### config.mk
export PLATFORM = sky130hd
export DESIGN_NAME = cafc_top
export DESIGN_NICKNAME = d
export VERILOG_FILES = /design/src/cafc_pkg.sv /design/src/cafc_top.sv /design/src/cafc_filter_slot.sv
export SDC_FILE = /design/constraint.sdc
export NUM_CORES = 1
export LEC_CHECK = 0
export ABC_AREA = 1
export BUFFER_PORTS_ARGS = -buffer_cell sky130_fd_sc_hd__buf_2
export CAP_MARGIN = 30
export CELL_PAD_IN_SITES_DETAIL_PLACEMENT = 1
export CELL_PAD_IN_SITES_GLOBAL_PLACEMENT = 1
export CORE_ASPECT_RATIO = 0.75
export CORE_UTILIZATION = 30
export CTS_BUF_LIST = sky130_fd_sc_hd__clkbuf_16
export CTS_CLUSTER_SIZE = 12
export DETAILED_ROUTE_END_ITERATION = 8
export PLACE_DENSITY_LB_ADDON = 0.2
export RECOVER_POWER = 25
export SETUP_SLACK_MARGIN = 0.1
export SLEW_MARGIN = 20
export SYNTH_ARGS = -nofsm -noshare
export SYNTH_HDL_FRONTEND = slang
export SYNTH_HIERARCHICAL = 1
export SYNTH_SLANG_ARGS = --single-unit
### constraint.sdc
create_clock -name sys_clk_in -period 1.45 [get_ports sys_clk_in]
set_input_delay 0.2175 -clock sys_clk_in [delete_from_list [all_inputs] [get_ports sys_clk_in]]
set_output_delay 0.2175 -clock sys_clk_in [all_outputs]
set_load 0.01 [all_outputs]
### src/cafc_pkg.sv
package cafc_pkg;

  // ****************************************
  // register map and layout
  // ****************************************
  localparam logic [7:0] CAFC_CTRL4_OFFSET = 8'h00;
  localparam int CAFC_NUM_FILTERS = 4;
  localparam int CAFC_FIRST_FILTER = 16;
  localparam int CAFC_BYTE_W = 8;
  localparam int CAFC_ENABLE_POS = 7;
  localparam int CAFC_MASK_LSB = 5;
  localparam int CAFC_FIFO_LSB = 0;
  localparam logic [31:0] CAFC_CTRL4_RESET = 32'h0000_0000;
  localparam logic [31:0] CAFC_UNMAPPED_READ = 32'h0000_0000;

  // ****************************************
  // carriers
  // ****************************************
  // one filter byte: enable at bit 7, mask select 6:5, fifo select 4:0
  typedef struct packed {
    logic enable;
    logic [1:0] mask_select;
    logic [4:0] fifo_select;
  } cafc_filter_cfg_type;

  localparam cafc_filter_cfg_type CAFC_FILTER_RESET = '{enable: 1'b0, mask_select: 2'h0, fifo_select: 5'h00};

  typedef struct packed {
    logic cyc;
    logic stb;
    logic we;
    logic [7:0] adr;
    logic [3:0] sel;
    logic [31:0] dat;
  } cafc_wb_req_type;

  typedef struct packed {
    logic ack;
    logic [31:0] dat;
  } cafc_wb_rsp_type;

  typedef struct packed {
    logic valid;
    logic [4:0] fifo;
    logic [4:0] filter;
  } cafc_accept_type;

  // ****************************************
  // module state
  // ****************************************
  typedef struct packed {
    cafc_filter_cfg_type cfg;
  } cafc_slot_state_type;

  localparam cafc_slot_state_type CAFC_SLOT_RESET = '{cfg: CAFC_FILTER_RESET};

  typedef struct packed {
    cafc_wb_rsp_type rsp;
    cafc_accept_type acc;
  } cafc_top_state_type;

  localparam cafc_top_state_type CAFC_TOP_RESET = '{
    rsp: '{ack: 1'b0, dat: CAFC_CTRL4_RESET},
    acc: '{valid: 1'b0, fifo: 5'h00, filter: 5'h00}
  };

endpackage

### src/cafc_top.sv
// The register offsets and the Wishbone register port are this design's own decisions.
`timescale 1ns/1ps
module cafc_top import cafc_pkg::*; (
  input wire logic sys_clk_in,
  input wire logic resetn_in,
  input wire cafc_wb_req_type wb_req_in,
  output cafc_wb_rsp_type wb_rsp_out,
  output cafc_filter_cfg_type [CAFC_NUM_FILTERS-1:0] filter_cfg_out,
  input wire logic msg_valid_in,
  input wire logic [CAFC_NUM_FILTERS-1:0] filter_hit_in,
  output cafc_accept_type accept_out
);

  cafc_top_state_type state_reg;
  cafc_top_state_type state_next;
  logic addr_hit;
  logic wr_commit;
  logic [31:0] ctrl4_value;
  cafc_filter_cfg_type [CAFC_NUM_FILTERS-1:0] cfg;
  logic [CAFC_NUM_FILTERS-1:0] enable_vec;

  // ****************************************
  // filter slots
  // ****************************************
  assign addr_hit = (wb_req_in.adr[7:2] == CAFC_CTRL4_OFFSET[7:2]);
  // a write lands on the edge where the master sees ack
  assign wr_commit = wb_req_in.cyc && wb_req_in.stb && wb_req_in.we && state_reg.rsp.ack && addr_hit;

  genvar k;
  generate
    for (k = 0; k < CAFC_NUM_FILTERS; k++) begin : g_slot
      cafc_filter_slot i_cafc_filter_slot (
        .sys_clk_in(sys_clk_in),
        .resetn_in(resetn_in),
        .wr_in(wr_commit && wb_req_in.sel[k]),
        .cfg_wr_in(cafc_filter_cfg_type'(wb_req_in.dat[k*CAFC_BYTE_W +: CAFC_BYTE_W])),
        .cfg_out(cfg[k])
      );
      assign ctrl4_value[k*CAFC_BYTE_W +: CAFC_BYTE_W] = cfg[k];
      assign enable_vec[k] = cfg[k].enable;
    end
  endgenerate

  // mask and fifo choice to the comparator
  assign filter_cfg_out = cfg;

  // ****************************************
  // bus answer and acceptance
  // ****************************************
  always_comb begin
    state_next = state_reg;
    state_next.rsp.ack = wb_req_in.cyc && wb_req_in.stb && !state_reg.rsp.ack;
    if (wb_req_in.cyc && wb_req_in.stb && !state_reg.rsp.ack) begin
      state_next.rsp.dat = addr_hit ? ctrl4_value : CAFC_UNMAPPED_READ;
    end
    state_next.acc.valid = 1'b0;
    if (msg_valid_in) begin
      // lowest numbered enabled hit wins
      for (int i = CAFC_NUM_FILTERS - 1; i >= 0; i--) begin
        if (filter_hit_in[i] && cfg[i].enable) begin
          state_next.acc.valid = 1'b1;
          state_next.acc.fifo = cfg[i].fifo_select;
          state_next.acc.filter = 5'(CAFC_FIRST_FILTER + i);
        end
      end
    end
  end

  always_ff @(posedge sys_clk_in) begin
    if (!resetn_in) begin
      state_reg <= CAFC_TOP_RESET;
    end else begin
      state_reg <= state_next;
    end
  end

  assign wb_rsp_out = state_reg.rsp;
  assign accept_out = state_reg.acc;

  // ****************************************
  // checks
  // ****************************************
  property p_ack_timing;
    @(posedge sys_clk_in) disable iff (!resetn_in)
      (wb_req_in.cyc && wb_req_in.stb && !wb_rsp_out.ack) |=> wb_rsp_out.ack ##1 !wb_rsp_out.ack;
  endproperty
  a_ack_timing: assert property (p_ack_timing) else $error("ack not a single cycle after request");

  property p_accept_enabled;
    @(posedge sys_clk_in) disable iff (!resetn_in)
      accept_out.valid |-> $past(msg_valid_in)
        && (1'($past(filter_hit_in & enable_vec) >> accept_out.filter[1:0]) == 1'b1);
  endproperty
  a_accept_enabled: assert property (p_accept_enabled) else $error("accept from a disabled filter");

  property p_disabled_silent;
    @(posedge sys_clk_in) disable iff (!resetn_in)
      (msg_valid_in && ((filter_hit_in & {cfg[3].enable, cfg[2].enable, cfg[1].enable, cfg[0].enable}) == 4'h0))
        |=> !accept_out.valid;
  endproperty
  a_disabled_silent: assert property (p_disabled_silent) else $error("message accepted with no enabled hit");

  property p_fifo_steer;
    @(posedge sys_clk_in) disable iff (!resetn_in)
      accept_out.valid |-> accept_out.fifo == 5'($past(ctrl4_value) >> {accept_out.filter[1:0], 3'h0});
  endproperty
  a_fifo_steer: assert property (p_fifo_steer) else $error("message steered to wrong fifo");

  property p_mask_out;
    @(posedge sys_clk_in) disable iff (!resetn_in)
      filter_cfg_out[3].mask_select == ctrl4_value[30:29] && filter_cfg_out[0].mask_select == ctrl4_value[6:5];
  endproperty
  a_mask_out: assert property (p_mask_out) else $error("mask select does not match register");

  property p_read_f19;
    @(posedge sys_clk_in) disable iff (!resetn_in)
      (wb_req_in.cyc && wb_req_in.stb && !wb_rsp_out.ack && addr_hit)
        |=> wb_rsp_out.dat[31] == $past(cfg[3].enable) && wb_rsp_out.dat[28:24] == $past(cfg[3].fifo_select);
  endproperty
  a_read_f19: assert property (p_read_f19) else $error("filter 19 read wrong");

  property p_read_f18;
    @(posedge sys_clk_in) disable iff (!resetn_in)
      (wb_req_in.cyc && wb_req_in.stb && !wb_rsp_out.ack && addr_hit)
        |=> wb_rsp_out.dat[23:16] == $past(ctrl4_value[23:16]) && wb_rsp_out.dat[22:21] == $past(cfg[2].mask_select);
  endproperty
  a_read_f18: assert property (p_read_f18) else $error("filter 18 read wrong");

  property p_write_lock;
    @(posedge sys_clk_in) disable iff (!resetn_in)
      (wr_commit && wb_req_in.sel[1] && cfg[1].enable) |=> cfg[1].fifo_select == $past(cfg[1].fifo_select);
  endproperty
  a_write_lock: assert property (p_write_lock) else $error("enabled filter 17 reconfigured");

  property p_ack_after_request;
    @(posedge sys_clk_in) disable iff (!resetn_in)
      wb_rsp_out.ack |-> $past(wb_req_in.cyc && wb_req_in.stb);
  endproperty
  a_ack_after_request: assert property (p_ack_after_request) else $error("ack without a request");

  property p_unmapped_read;
    @(posedge sys_clk_in) disable iff (!resetn_in)
      (wb_req_in.cyc && wb_req_in.stb && !wb_rsp_out.ack && !addr_hit) |=> wb_rsp_out.dat == CAFC_UNMAPPED_READ;
  endproperty
  a_unmapped_read: assert property (p_unmapped_read) else $error("unmapped read not zero");

  property p_unmapped_write;
    @(posedge sys_clk_in) disable iff (!resetn_in)
      (wb_req_in.cyc && wb_req_in.stb && wb_req_in.we && !wb_rsp_out.ack && !addr_hit) |-> ##2 $stable(ctrl4_value);
  endproperty
  a_unmapped_write: assert property (p_unmapped_write) else $error("unmapped write changed settings");

  property p_read_f19_mask;
    @(posedge sys_clk_in) disable iff (!resetn_in)
      (wb_req_in.cyc && wb_req_in.stb && !wb_rsp_out.ack && addr_hit) |=> wb_rsp_out.dat[30:29] == $past(cfg[3].mask_select);
  endproperty
  a_read_f19_mask: assert property (p_read_f19_mask) else $error("filter 19 mask read wrong");

  property p_read_f18_fields;
    @(posedge sys_clk_in) disable iff (!resetn_in)
      (wb_req_in.cyc && wb_req_in.stb && !wb_rsp_out.ack && addr_hit)
        |=> wb_rsp_out.dat[23] == $past(cfg[2].enable) && wb_rsp_out.dat[20:16] == $past(cfg[2].fifo_select);
  endproperty
  a_read_f18_fields: assert property (p_read_f18_fields) else $error("filter 18 fields read wrong");

  property p_read_f17;
    @(posedge sys_clk_in) disable iff (!resetn_in)
      (wb_req_in.cyc && wb_req_in.stb && !wb_rsp_out.ack && addr_hit)
        |=> wb_rsp_out.dat[15] == $past(cfg[1].enable) && wb_rsp_out.dat[14:13] == $past(cfg[1].mask_select)
          && wb_rsp_out.dat[12:8] == $past(cfg[1].fifo_select);
  endproperty
  a_read_f17: assert property (p_read_f17) else $error("filter 17 read wrong");

  property p_read_f16;
    @(posedge sys_clk_in) disable iff (!resetn_in)
      (wb_req_in.cyc && wb_req_in.stb && !wb_rsp_out.ack && addr_hit)
        |=> wb_rsp_out.dat[7] == $past(cfg[0].enable) && wb_rsp_out.dat[6:5] == $past(cfg[0].mask_select)
          && wb_rsp_out.dat[4:0] == $past(cfg[0].fifo_select);
  endproperty
  a_read_f16: assert property (p_read_f16) else $error("filter 16 read wrong");

  property p_enable_write;
    @(posedge sys_clk_in) disable iff (!resetn_in)
      (wr_commit && wb_req_in.sel[3]) |=> cfg[3].enable == $past(wb_req_in.dat[31]);
  endproperty
  a_enable_write: assert property (p_enable_write) else $error("filter 19 enable not written");

  property p_write_f19;
    @(posedge sys_clk_in) disable iff (!resetn_in)
      (wr_commit && wb_req_in.sel[3] && !cfg[3].enable)
        |=> cfg[3].mask_select == $past(wb_req_in.dat[30:29]) && cfg[3].fifo_select == $past(wb_req_in.dat[28:24]);
  endproperty
  a_write_f19: assert property (p_write_f19) else $error("filter 19 write lost");

  property p_write_f18;
    @(posedge sys_clk_in) disable iff (!resetn_in)
      (wr_commit && wb_req_in.sel[2] && !cfg[2].enable)
        |=> cfg[2].mask_select == $past(wb_req_in.dat[22:21]) && cfg[2].fifo_select == $past(wb_req_in.dat[20:16]);
  endproperty
  a_write_f18: assert property (p_write_f18) else $error("filter 18 write lost");

  property p_write_lock_f16;
    @(posedge sys_clk_in) disable iff (!resetn_in)
      (wr_commit && wb_req_in.sel[0] && cfg[0].enable)
        |=> cfg[0].mask_select == $past(cfg[0].mask_select) && cfg[0].fifo_select == $past(cfg[0].fifo_select);
  endproperty
  a_write_lock_f16: assert property (p_write_lock_f16) else $error("enabled filter 16 reconfigured");

  property p_byte_untouched;
    @(posedge sys_clk_in) disable iff (!resetn_in)
      !(wr_commit && wb_req_in.sel[0]) |=> $stable(cfg[0]);
  endproperty
  a_byte_untouched: assert property (p_byte_untouched) else $error("filter 16 changed without a write");

  property p_accept_pulse;
    @(posedge sys_clk_in) disable iff (!resetn_in)
      (msg_valid_in && ((filter_hit_in & enable_vec) != 4'h0)) |=> accept_out.valid;
  endproperty
  a_accept_pulse: assert property (p_accept_pulse) else $error("enabled hit not accepted");

  property p_accept_priority;
    @(posedge sys_clk_in) disable iff (!resetn_in)
      accept_out.valid
        |-> (($past(filter_hit_in & enable_vec) & ((4'h1 << accept_out.filter[1:0]) - 4'h1)) == 4'h0);
  endproperty
  a_accept_priority: assert property (p_accept_priority) else $error("lower numbered hit skipped");

  property p_accept_hold;
    @(posedge sys_clk_in) disable iff (!resetn_in)
      !msg_valid_in |=> ($stable(accept_out.fifo) && $stable(accept_out.filter));
  endproperty
  a_accept_hold: assert property (p_accept_hold) else $error("accept fields moved without a message");

endmodule

### src/cafc_filter_slot.sv
`timescale 1ns/1ps
module cafc_filter_slot import cafc_pkg::*; (
  input wire logic sys_clk_in,
  input wire logic resetn_in,
  input wire logic wr_in,
  input wire cafc_filter_cfg_type cfg_wr_in,
  output cafc_filter_cfg_type cfg_out
);

  cafc_slot_state_type state_reg;
  cafc_slot_state_type state_next;

  // ****************************************
  // settings byte
  // ****************************************
  always_comb begin
    state_next = state_reg;
    if (wr_in) begin
      state_next.cfg.enable = cfg_wr_in.enable;
      if (!state_reg.cfg.enable) begin
        state_next.cfg.mask_select = cfg_wr_in.mask_select;
        state_next.cfg.fifo_select = cfg_wr_in.fifo_select;
      end
    end
  end

  always_ff @(posedge sys_clk_in) begin
    if (!resetn_in) begin
      state_reg <= CAFC_SLOT_RESET;
    end else begin
      state_reg <= state_next;
    end
  end

  assign cfg_out = state_reg.cfg;

  // ****************************************
  // checks
  // ****************************************
  property p_locked_fields;
    @(posedge sys_clk_in) disable iff (!resetn_in)
      cfg_out.enable |=> ($stable(cfg_out.mask_select) && $stable(cfg_out.fifo_select));
  endproperty
  a_locked_fields: assert property (p_locked_fields) else $error("fields changed while enabled");

  property p_unlocked_write;
    @(posedge sys_clk_in) disable iff (!resetn_in)
      (wr_in && !cfg_out.enable) |=> (cfg_out == $past(cfg_wr_in));
  endproperty
  a_unlocked_write: assert property (p_unlocked_write) else $error("write to disabled filter lost");

  property p_reset_clear;
    @(posedge sys_clk_in) !resetn_in |=> (cfg_out == CAFC_FILTER_RESET);
  endproperty
  a_reset_clear: assert property (p_reset_clear) else $error("filter not cleared by reset");

endmodule

==> run summary, run 1 <==
initial antenna violation count: 0
FP Rows: 32
port bufs: 125
CTS tree: built
status: finished clean
final count of pins violating max slew: 0
CP Cell Sequence: nand4_1 > nor2_1 > buf_4 > inv_4 > nor2_4 > nor2_1 > nor2_1
final wirelength: 10100 µm
Period minus WS final: 1.31 ns
Skew-Pair Late Insertion Delay: 0.34 ns
largest net degree at the start of global routing: 37
critical path type: reg -> reg
Clock power frac: 45.2%
GR Layer Usage met2: 29.2%
Reg2Reg Setup Slack: 0.14 ns
total power: 4.49 mW
# hold bufs at CTS: 0
Worst Setup EP: g_slot[0].i_cafc_filter_slot/cfg_out[6]
DR WL/cell: 13.4 µm
routability cong.: 0.762
clock buffer depth: 2
RSZ-0062 raised after global routing: yes
M1 GR Usage: 23.5%
GR Util met3: 5.54%
ANT cells: 0
global route hottest layer: met2
DP Worst Slack: -0.259 ns
Pleak: 2.15 nW
Worst Hold Class: in -> reg
Comb pwr share: 7.7%
Synth Warn #: 6
Min-Delay Path Depth: 2
Detail Route Antenna Nets: 0
Ports: 130
Post-layout nets: 663
Core Region: 0.0105 mm²
Reg clk slew, reported paths: 0.06 ns
final setup margin: 0.137 ns
Fin Clk Skew: 0.00819 ns
Final setup viols: 0
routed vias: 3340
maximum vdd ir drop: 0.000553 V
DRT iter0 DRCs: 101
Global Route Usage Sum: 18.4%
CTS root buffer: clkbuf_16
CP required: 1.72 ns
critical-path cell with the highest stage delay: dfxtp_2
delay of the slowest cell on the worst path: 0.32 ns
RR Endpoint: g_slot[0].i_cafc_filter_slot/cfg_out[6]
most frequent cells in the layout: nand2_1 (112), buf_2 (88), nor2_1 (80), dfxtp_1 (73), inv_1 (48)
Max Clock Freq: 0.761 GHz
Net Switching: 1.10 mW
Initial Utilization: 31.4%
Internal Power: 3.39 mW
first-pass GRT wire length: 16100 µm
Die X-Extent: 123 µm
Synth cell types: 25
Max-cap violations: 0
clock sinks: 74
reg2reg start: wb_rsp_out[32]
vias in the first global route: 3249
die area: 0.0114 mm²
most used cell, CP: nor2_1
Reg power frac: 47.1%
CTS Buf Count: 9
CP Launch Point: wb_rsp_out[32]
pwr/cell area: 1010 mW/mm²
Post-DP HPWL: 7600 µm
R2R depth: 7
Seq cells post-synth: 74
largest fanout on the critical path: 7
CP endpoint kind: flip-flop
Final Hold Fails: 0
DRC viols: 0
grt ovf: 0
fraction of layout cells with a size suffix above 1: 27.2%
Netlist Area Pre-Place: 0.00328 mm²
H-tree levels: 3
crit path DAT: 1.58 ns
syn avg cell area: 6.97 µm²
Setup crit start kind: flip-flop
Syn-to-layout area delta: 35.7%
Die H: 92.6 µm
crit share post-route: 90.6%
Via density: 4.45
DRT Pass-1 Iters: 4
Mapped Cells: 471
commonest non-fill, non-tap cell in the layout: nand2_1
switching share of power: 24.6%
sequential area share after synthesis: 45.1%
## worst min path at each step
stage | startpoint | to | slack, ns
floorplan | msg_valid_in | accept_out[1] | 0.31
global placement | msg_valid_in | accept_out[1] | 0.44
detailed placement | msg_valid_in | accept_out[1] | 0.45
CTS | msg_valid_in | accept_out[1] | 0.09
global route | msg_valid_in | accept_out[1] | 0.1
finish | msg_valid_in | accept_out[1] | 0.10
## power groups by stage
| stage | Sequential (mW) | Combinational (mW) | Clock, mW |
|---|---|---|---|
| after CTS | 2.11 | 0.358 | 2.09 |
| after global routing | 2.12 | 0.390 | 2.20 |
| after detailed placement | 2.16 | 0.356 | 0 |
| after floorplan | 2.18 | 0.149 | 0 |
| final | 2.12 | 0.346 | 2.03 |
| after global placement | 2.15 | 0.346 | 0 |
## sequential cells by signal, summed over array words and instances, names as in the netlist
register and flops:
wb_rsp_out 33, g_slot.i_cafc_filter_slot/cfg_out 32, accept_out 9
## worst max-delay path: cells and delay by family (launching register included)
| family | cells | cell delay [ns] |
|---|---|---|
| and+or+nand+nor | 5 | 0.73 |
| DFF | 1 | 0.32 |
| buffers and inverters | 2 | 0.20 |
## logic make-up (layout without fill, tap and decap cells)
logic type / count (synthesis) / in the layout / share of synthesized area, %
AOI/OAI and AO/OA: 78 / 78 / 13.1
and+or+nand+nor: 239 / 239 / 30.3
DFF: 74 / 74 / 45.1
buffers and inverters: 79 / 221 / 11.4
other: 1 / 2 / 0.114
## through the flow
step                      instance area [µm²]  instances  setup TNS (ns)  utilization [%]  hold WS [ns]
after floorplan                          3320        472               0                -         0.313
after global placement                   4120        727           -5.58             39.4         0.438
after CTS                                4430        746               0             42.4        0.0907
after detailed placement                 4120        727           -6.69             39.4         0.450
after global routing                     4460        750         -0.0180             42.6        0.0965
final                                    4460        750               0             42.6         0.103
## synth_stat cells
library cell / n / area share, %
a21oi_2: 9 / 2.4
clkbuf_1: 3 / 0.34
buf_2: 5 / 0.76
nor2_4: 4 / 1.4
nor2_1: 85 / 9.7
a211oi_1: 1 / 0.23
buf_6: 7 / 2.4
or2_1: 1 / 0.19
inv_1: 47 / 5.4
o21ai_0: 37 / 5.6
nor3_4: 1 / 0.50
buf_4: 3 / 0.69
a21oi_1: 29 / 4.4
nand2_2: 4 / 0.76
clkbuf_2: 6 / 0.91
nor3_1: 1 / 0.15
nor2_2: 1 / 0.19
nand2_1: 112 / 13
conb_1: 1 / 0.11
nand4_1: 1 / 0.19
inv_2: 8 / 0.91
nand3_1: 29 / 4.4
dfxtp_1: 74 / 45
o21ai_2: 1 / 0.27
o21ai_1: 1 / 0.15
## area by class of cell
cell class                      count  area, µm²
Fill cell                        1373       5990
Sequential cell                    74       1480
Multi-Input combinational cell    319       1480
Timing Repair Buffer              150        840
Clock buffer                        9        225
Inverter                           55        216
Tap cell                          136        170
Clock inverter                      7       46.3
## metal layers
layer | share of wire [%] | vias up | wire (µm)
met3 | 5.7 | 9 | 572
li1 | - | 1742 | -
met1 | 48 | 1508 | 4870
met5 | 0 | - | 0
met4 | 1.4 | 0 | 137
met2 | 45 | 81 | 4500
## what timing repair did
action / in CTS / in global routing
pin swaps: 0 / 26
buffers inserted: 3 / 4
gates resized for setup: 1 / 9
setup endpoints to repair: 15 / 30
(Power assumes the default switching activity.)
==> inputs of run 2 (changes only) <==
PLACE_DENSITY = 0.83   (was unset)
PLACE_DENSITY_LB_ADDON = unset   (was 0.2)
RECOVER_POWER = unset   (was 25)
==> run summary, run 2 (synthesis results as in run 1) <==
Global Route Usage Sum: 19.1% (was 18.4%)
filler cell count: 1356 (was 1373)
Ports: 130 (unchanged)
crit share post-route: 88.3% (was 90.6%)
Core Region: 0.0105 mm² (unchanged)
die area: 0.0114 mm² (unchanged)
routed vias: 3476 (was 3340)
Detail Route Antenna Nets: 0 (unchanged)
DRT Pass-1 Iters: 4 (unchanged)
Post-DP HPWL: 7670 µm (was 7600 µm)
total power: 4.38 mW (was 4.49 mW)
largest fanout on the critical path: 7 (unchanged)
CP Cell Sequence: nand4_1 > buf_6 > nor2_2 > buf_6 > inv_4 > nor2_4 > nor2_1 > nor2_1 (was nand4_1 > nor2_1 > buf_4 > inv_4 > nor2_4 > nor2_1 > nor2_1)
Worst Hold Class: in -> reg (unchanged)
vias in the first global route: 3445 (was 3249)
maximum vdd ir drop: 0.000506 V (was 0.000553 V)
wire length on met3: 663 µm (was 572 µm)
DP Worst Slack: -0.219 ns (was -0.259 ns)
final count of pins violating max slew: 0 (unchanged)
clock sinks: 74 (unchanged)
Post-layout nets: 667 (was 663)
CTS root buffer: clkbuf_16 (unchanged)
Fin Clk Skew: 0.00544 ns (was 0.00819 ns)
critical-path cell with the highest stage delay: dfxtp_2 (unchanged)
first-pass GRT wire length: 16600 µm (was 16100 µm)
grt ovf: 0 (unchanged)
crit path DAT: 1.55 ns (was 1.58 ns)
CP endpoint kind: flip-flop (unchanged)
routability cong.: 0.778 (was 0.762)
# hold bufs at CTS: 0 (unchanged)
Die H: 92.6 µm (unchanged)
Max Clock Freq: 0.781 GHz (was 0.761 GHz)
Max-cap violations: 0 (unchanged)
final wirelength: 10500 µm (was 10100 µm)
RSZ-0062 raised after global routing: yes (unchanged)
met1 wire length: 4850 µm (was 4870 µm)
Setup crit start kind: flip-flop (unchanged)
DR WL met2: 4880 µm (was 4500 µm)
hold_ws: 0.110 ns (was 0.103 ns)
commonest non-fill, non-tap cell in the layout: buf_2 (was nand2_1)
initial antenna violation count: 0 (unchanged)
FP Rows: 32 (unchanged)
Via density: 4.61 (was 4.45)
DRT iter0 DRCs: 177 (was 101)
H-tree levels: 3 (unchanged)
fraction of layout cells with a size suffix above 1: 33.3% (was 27.2%)
Highest Signal Layer: met4 (unchanged)
ANT cells: 0 (unchanged)
CTS tree: built (unchanged)
final setup margin: 0.169 ns (was 0.137 ns)
Period minus WS final: 1.28 ns (was 1.31 ns)
Initial Utilization: 31.4% (unchanged)
Pleak: 2.29 nW (was 2.15 nW)
status: finished clean (unchanged)
delay of the slowest cell on the worst path: 0.33 ns (was 0.32 ns)
DRC viols: 0 (unchanged)
Final setup viols: 0 (unchanged)
Layout Utilization: 43.2% (was 42.6%)
largest net degree at the start of global routing: 65 (was 37)
Reg clk slew, reported paths: 0.06 ns (about the same)
critical path type: reg -> reg (unchanged)
Syn-to-layout area delta: 37.5% (was 35.7%)
Final Hold Fails: 0 (unchanged)
port bufs: 125 (unchanged)
Largest register FFs: 33 (unchanged)
most frequent cells in the layout: buf_2 (122), nand2_1 (111), nor2_1 (75), dfxtp_1 (73), inv_1 (49) (was nand2_1 (112), buf_2 (88), nor2_1 (80), dfxtp_1 (73), inv_1 (48))
Die X-Extent: 123 µm (unchanged)
Skew-Pair Late Insertion Delay: 0.33 ns (was 0.34 ns)
DR WL/cell: 13.9 µm (was 13.4 µm)
clock buffer depth: 2 (unchanged)
Final TNS setup: 0 ns (unchanged)
pwr/cell area: 970 mW/mm² (was 1010 mW/mm²)
CP required: 1.71 ns (was 1.72 ns)
CTS Buf Count: 9 (unchanged)
[run 2: changes by cell type in the layout (fill, tap and decap cells not counted), sizes merged]
cell / delta
clkinv: +2
clkinvlp: -2
clkbuf: -34
buf: +38
[run 2: power by group]
| part | switching (mW) | internal, mW |
|---|---|---|
| sequential | 0.0273 | 2.09 |
| combinational | 0.206 | 0.150 |
| clock | 0.790 | 1.12 |
[run 2: area by class of cell]
| cell class | count | area [µm²] | share of cell area (%) |
|---|---|---|---|
| clock buffer | 9 | 225 | 4.99 |
| clock inverter | 7 | 28.8 | 0.637 |
| inverter | 55 | 216 | 4.79 |
| multi-input combinational | 319 | 1500 | 33.2 |
| sequential | 74 | 1480 | 32.8 |
| tap | 136 | 170 | 3.77 |
| timing repair buffer | 154 | 893 | 19.8 |
[run 2: what timing repair did]
item,in CTS,in global routing
buffers inserted,0,11
resized for setup,0,23
setup endpoints to repair,0,32
[run 2: stage by stage]
step                      instance area, µm²  instances
after floorplan                         3320        472
final                                   4520        754
after CTS                               4350        743
after global routing                    4520        754
after global placement                  4100        727
after detailed placement                4100        727
[run 2: worst max-delay path: cells and delay by family, from the launching register on]
family,cells,cell delay (ns)
simple gates,5,0.56
buf+inv,3,0.34
flops,1,0.33
[run 2: metal layers]
metal,GRT usage (%),up-vias
li1,-,1737
met1,23.8,1622
met2,31.6,107
met3,5.54,10
met4,5.49,0
met5,0,-
[run 2: final timing paths]
check,start,to,slack [ns],cells past startpoint
max,wb_rsp_out[32],g_slot[0].i_cafc_filter_slot/cfg_out[4],0.17,8
min,msg_valid_in,accept_out[1],0.11,2
max reg2reg,wb_rsp_out[32],g_slot[0].i_cafc_filter_slot/cfg_out[4],0.17,8
min reg2reg,accept_out[4],accept_out[4],0.45,2
==> inputs of run 3 (changes only) <==
CORE_UTILIZATION = 29   (was 30)
PLACE_DENSITY = 0.82   (was 0.83)
SYNTH_HIERARCHICAL = unset   (was 1)
==> run summary, run 3 <==
fraction of layout cells with a size suffix above 1: 29.2% (was 33.3%)
crit path DAT: 1.54 ns (was 1.55 ns)
EDFF count, synth: 0 (unchanged)
Die X-Extent: 122 µm (was 123 µm)
top cells by area in the synthesized netlist: dfxtp_1 (47%), nand2_1 (16%), nor2_1 (8.8%) (was dfxtp_1 (45%), nand2_1 (13%), nor2_1 (9.7%))
total power: 4.78 mW (was 4.38 mW)
DRT Pass-1 Iters: 4 (unchanged)
clock sinks: 74 (unchanged)
Seq cells post-synth: 74 (unchanged)
Gates resized, CTS repair: 0 (unchanged)
most frequent cells in the layout: nand2_1 (136), buf_2 (125), nor2_1 (74), dfxtp_1 (72), a21oi_1 (42) (was buf_2 (122), nand2_1 (111), nor2_1 (75), dfxtp_1 (73), inv_1 (49))
clock buffer depth: 2 (unchanged)
maximum vdd ir drop: 0.000474 V (was 0.000506 V)
FP Rows: 32 (unchanged)
Layout Utilization: 41.2% (was 43.2%)
die area: 0.0113 mm² (was 0.0114 mm²)
Detail Route Antenna Nets: 0 (unchanged)
# hold bufs at CTS: 0 (unchanged)
Fin Clk Skew: 0.00661 ns (was 0.00544 ns)
Global Route Usage Sum: 17.9% (was 19.1%)
Post-DP HPWL: 7400 µm (was 7670 µm)
grt ovf: 0 (unchanged)
status: finished clean (unchanged)
Post-layout nets: 638 (was 667)
dominant cell type by area after synthesis: dfxtp_1 (unchanged)
commonest non-fill, non-tap cell in the layout: nand2_1 (was buf_2)
Final Hold Fails: 0 (unchanged)
Ports: 130 (unchanged)
Synth cell types: 22 (was 25)
syn avg cell area: 6.89 µm² (was 6.97 µm²)
Die H: 92.2 µm (was 92.6 µm)
port bufs: 125 (unchanged)
Reg clk slew, reported paths: 0.06 ns (about the same)
vias in the first global route: 3252 (was 3445)
Largest register FFs: 33 (unchanged)
CTS tree: built (unchanged)
crit share post-route: 88.1% (was 88.3%)
CTS root buffer: clkbuf_16 (unchanged)
setup bufs post-CTS: 0 (unchanged)
post-synth top area share: 47.1% (was 45.1%)
hold_ws: 0.0998 ns (was 0.110 ns)
Max Clock Freq: 0.783 GHz (was 0.781 GHz)
routability cong.: 0.764 (was 0.778)
initial antenna violation count: 0 (unchanged)
largest fanout on the critical path: 14 (was 7)
Setup crit start kind: flip-flop (unchanged)
RSZ-0062 raised after global routing: yes (unchanged)
most frequent cells after synthesis: nand2_1 (136), dfxtp_1 (74), nor2_1 (74) (was nand2_1 (112), nor2_1 (85), dfxtp_1 (74))
pwr/cell area: 1110 mW/mm² (was 970 mW/mm²)
largest net degree at the start of global routing: 41 (was 65)
Worst Hold Class: in -> reg (unchanged)
final count of pins violating max slew: 0 (unchanged)
DR WL/cell: 13.3 µm (was 13.9 µm)
routed vias: 3263 (was 3476)
Period minus WS final: 1.28 ns (about the same)
Pleak: 2.21 nW (was 2.29 nW)
filler cell count: 1355 (was 1356)
Final setup viols: 0 (unchanged)
count leader, synth: nand2_1 (unchanged)
main flop type after synthesis: dfxtp_1 (unchanged)
ANT cells: 0 (unchanged)
DRC viols: 0 (unchanged)
Netlist Area Pre-Place: 0.00315 mm² (was 0.00328 mm²)
final wirelength: 9660 µm (was 10500 µm)
first-pass GRT wire length: 15500 µm (was 16600 µm)
DRT iter0 DRCs: 50 (was 177)
Core Region: 0.0104 mm² (was 0.0105 mm²)
CP endpoint kind: flip-flop (unchanged)
Skew-Pair Late Insertion Delay: 0.33 ns (about the same)
CP required: 1.71 ns (about the same)
Final TNS setup: 0 ns (unchanged)
H-tree levels: 3 (unchanged)
async set or reset register ratio after synthesis: 0% (unchanged)
Via density: 4.50 (was 4.61)
Syn-to-layout area delta: 36.4% (was 37.5%)
Mapped Cells: 457 (was 471)
Initial Utilization: 30.2% (was 31.4%)
sequential area share after synthesis: 47.1% (was 45.1%)
CTS Buf Count: 9 (unchanged)
Max-cap violations: 0 (unchanged)
critical path type: reg -> reg (unchanged)
Synth Warn #: 0 (was 6)
[run 3: cell count changes in the layout (fill, tap and decap cells not counted), sizes merged, moves of 2 or more]
cell / change
nand3: -19
inv: -15
nor2: -14
buf: -12
bufinv: +2
nand2: +26
a21oi: +4
[run 3: logic make-up (layout without fill, tap and decap cells)]
family | Yosys count | count (layout) | share of synthesized area [%]
compound gates | 83 | 83 | 13.3
buf+inv | 69 | 200 | 9.62
flops | 74 | 74 | 47.1
other cells | 1 | 2 | 0.119
simple gates | 230 | 230 | 29.9
[run 3: cell type report]
cell class | count | area (µm²) | area share, %
Inverter | 42 | 158 | 3.67
Timing Repair Buffer | 142 | 791 | 18.4
Multi-Input combinational cell | 315 | 1370 | 31.9
Clock inverter | 7 | 93.8 | 2.19
Tap cell | 136 | 170 | 3.96
Sequential cell | 74 | 1480 | 34.6
Clock buffer | 9 | 225 | 5.25
[run 3: path summary, 6_finish.rpt]
path | slack (ns) | startpoint | to | cells after the start
setup / recovery | 0.17 | wb_rsp_out[32] | g_slot[2].i_cafc_filter_slot.cfg_out[1] | 7
hold / removal | 0.1 | msg_valid_in | accept_out[1] | 2
setup reg to reg | 0.17 | wb_rsp_out[32] | g_slot[2].i_cafc_filter_slot.cfg_out[1] | 7
hold reg to reg | 0.46 | accept_out[4] | accept_out[4] | 2
[run 3: routing by layer]
layer / global-route usage [%] / vias up / share of wire [%]
met5: 0 / - / 0
met4: 5.28 / 0 / 1.0
met3: 5.47 / 8 / 6.6
met2: 29.2 / 92 / 45
met1: 22.3 / 1497 / 47
li1: - / 1666 / -
[run 3: critical path: stages (launching register included)]
cell	delay, ns
dfxtp_1	0.35
nand4_2	0.10
nor2_4	0.19
buf_12	0.16
nand3_4	0.16
nand2_2	0.11
nand2_1	0.05
nor2_1	0.09
[run 3: where the power goes]
group	internal (mW)	switching (mW)	total, mW
combinational	0.129	0.171	0.299
sequential	2.09	0.0256	2.11
clock	1.50	0.861	2.36
total	3.72	1.06	4.78
[run 3: metrics by stage]
step | instance area, µm² | std cells | setup WS, ns
2_1_floorplan | 3150 | 458 | 0.167
3_3_place_gp | 3970 | 709 | 0.0890
3_5_place_dp | 3970 | 709 | 0.00496
4_1_cts | 4290 | 725 | 0.129
5_1_grt | 4290 | 725 | 0.0193
6_report | 4290 | 725 | 0.173
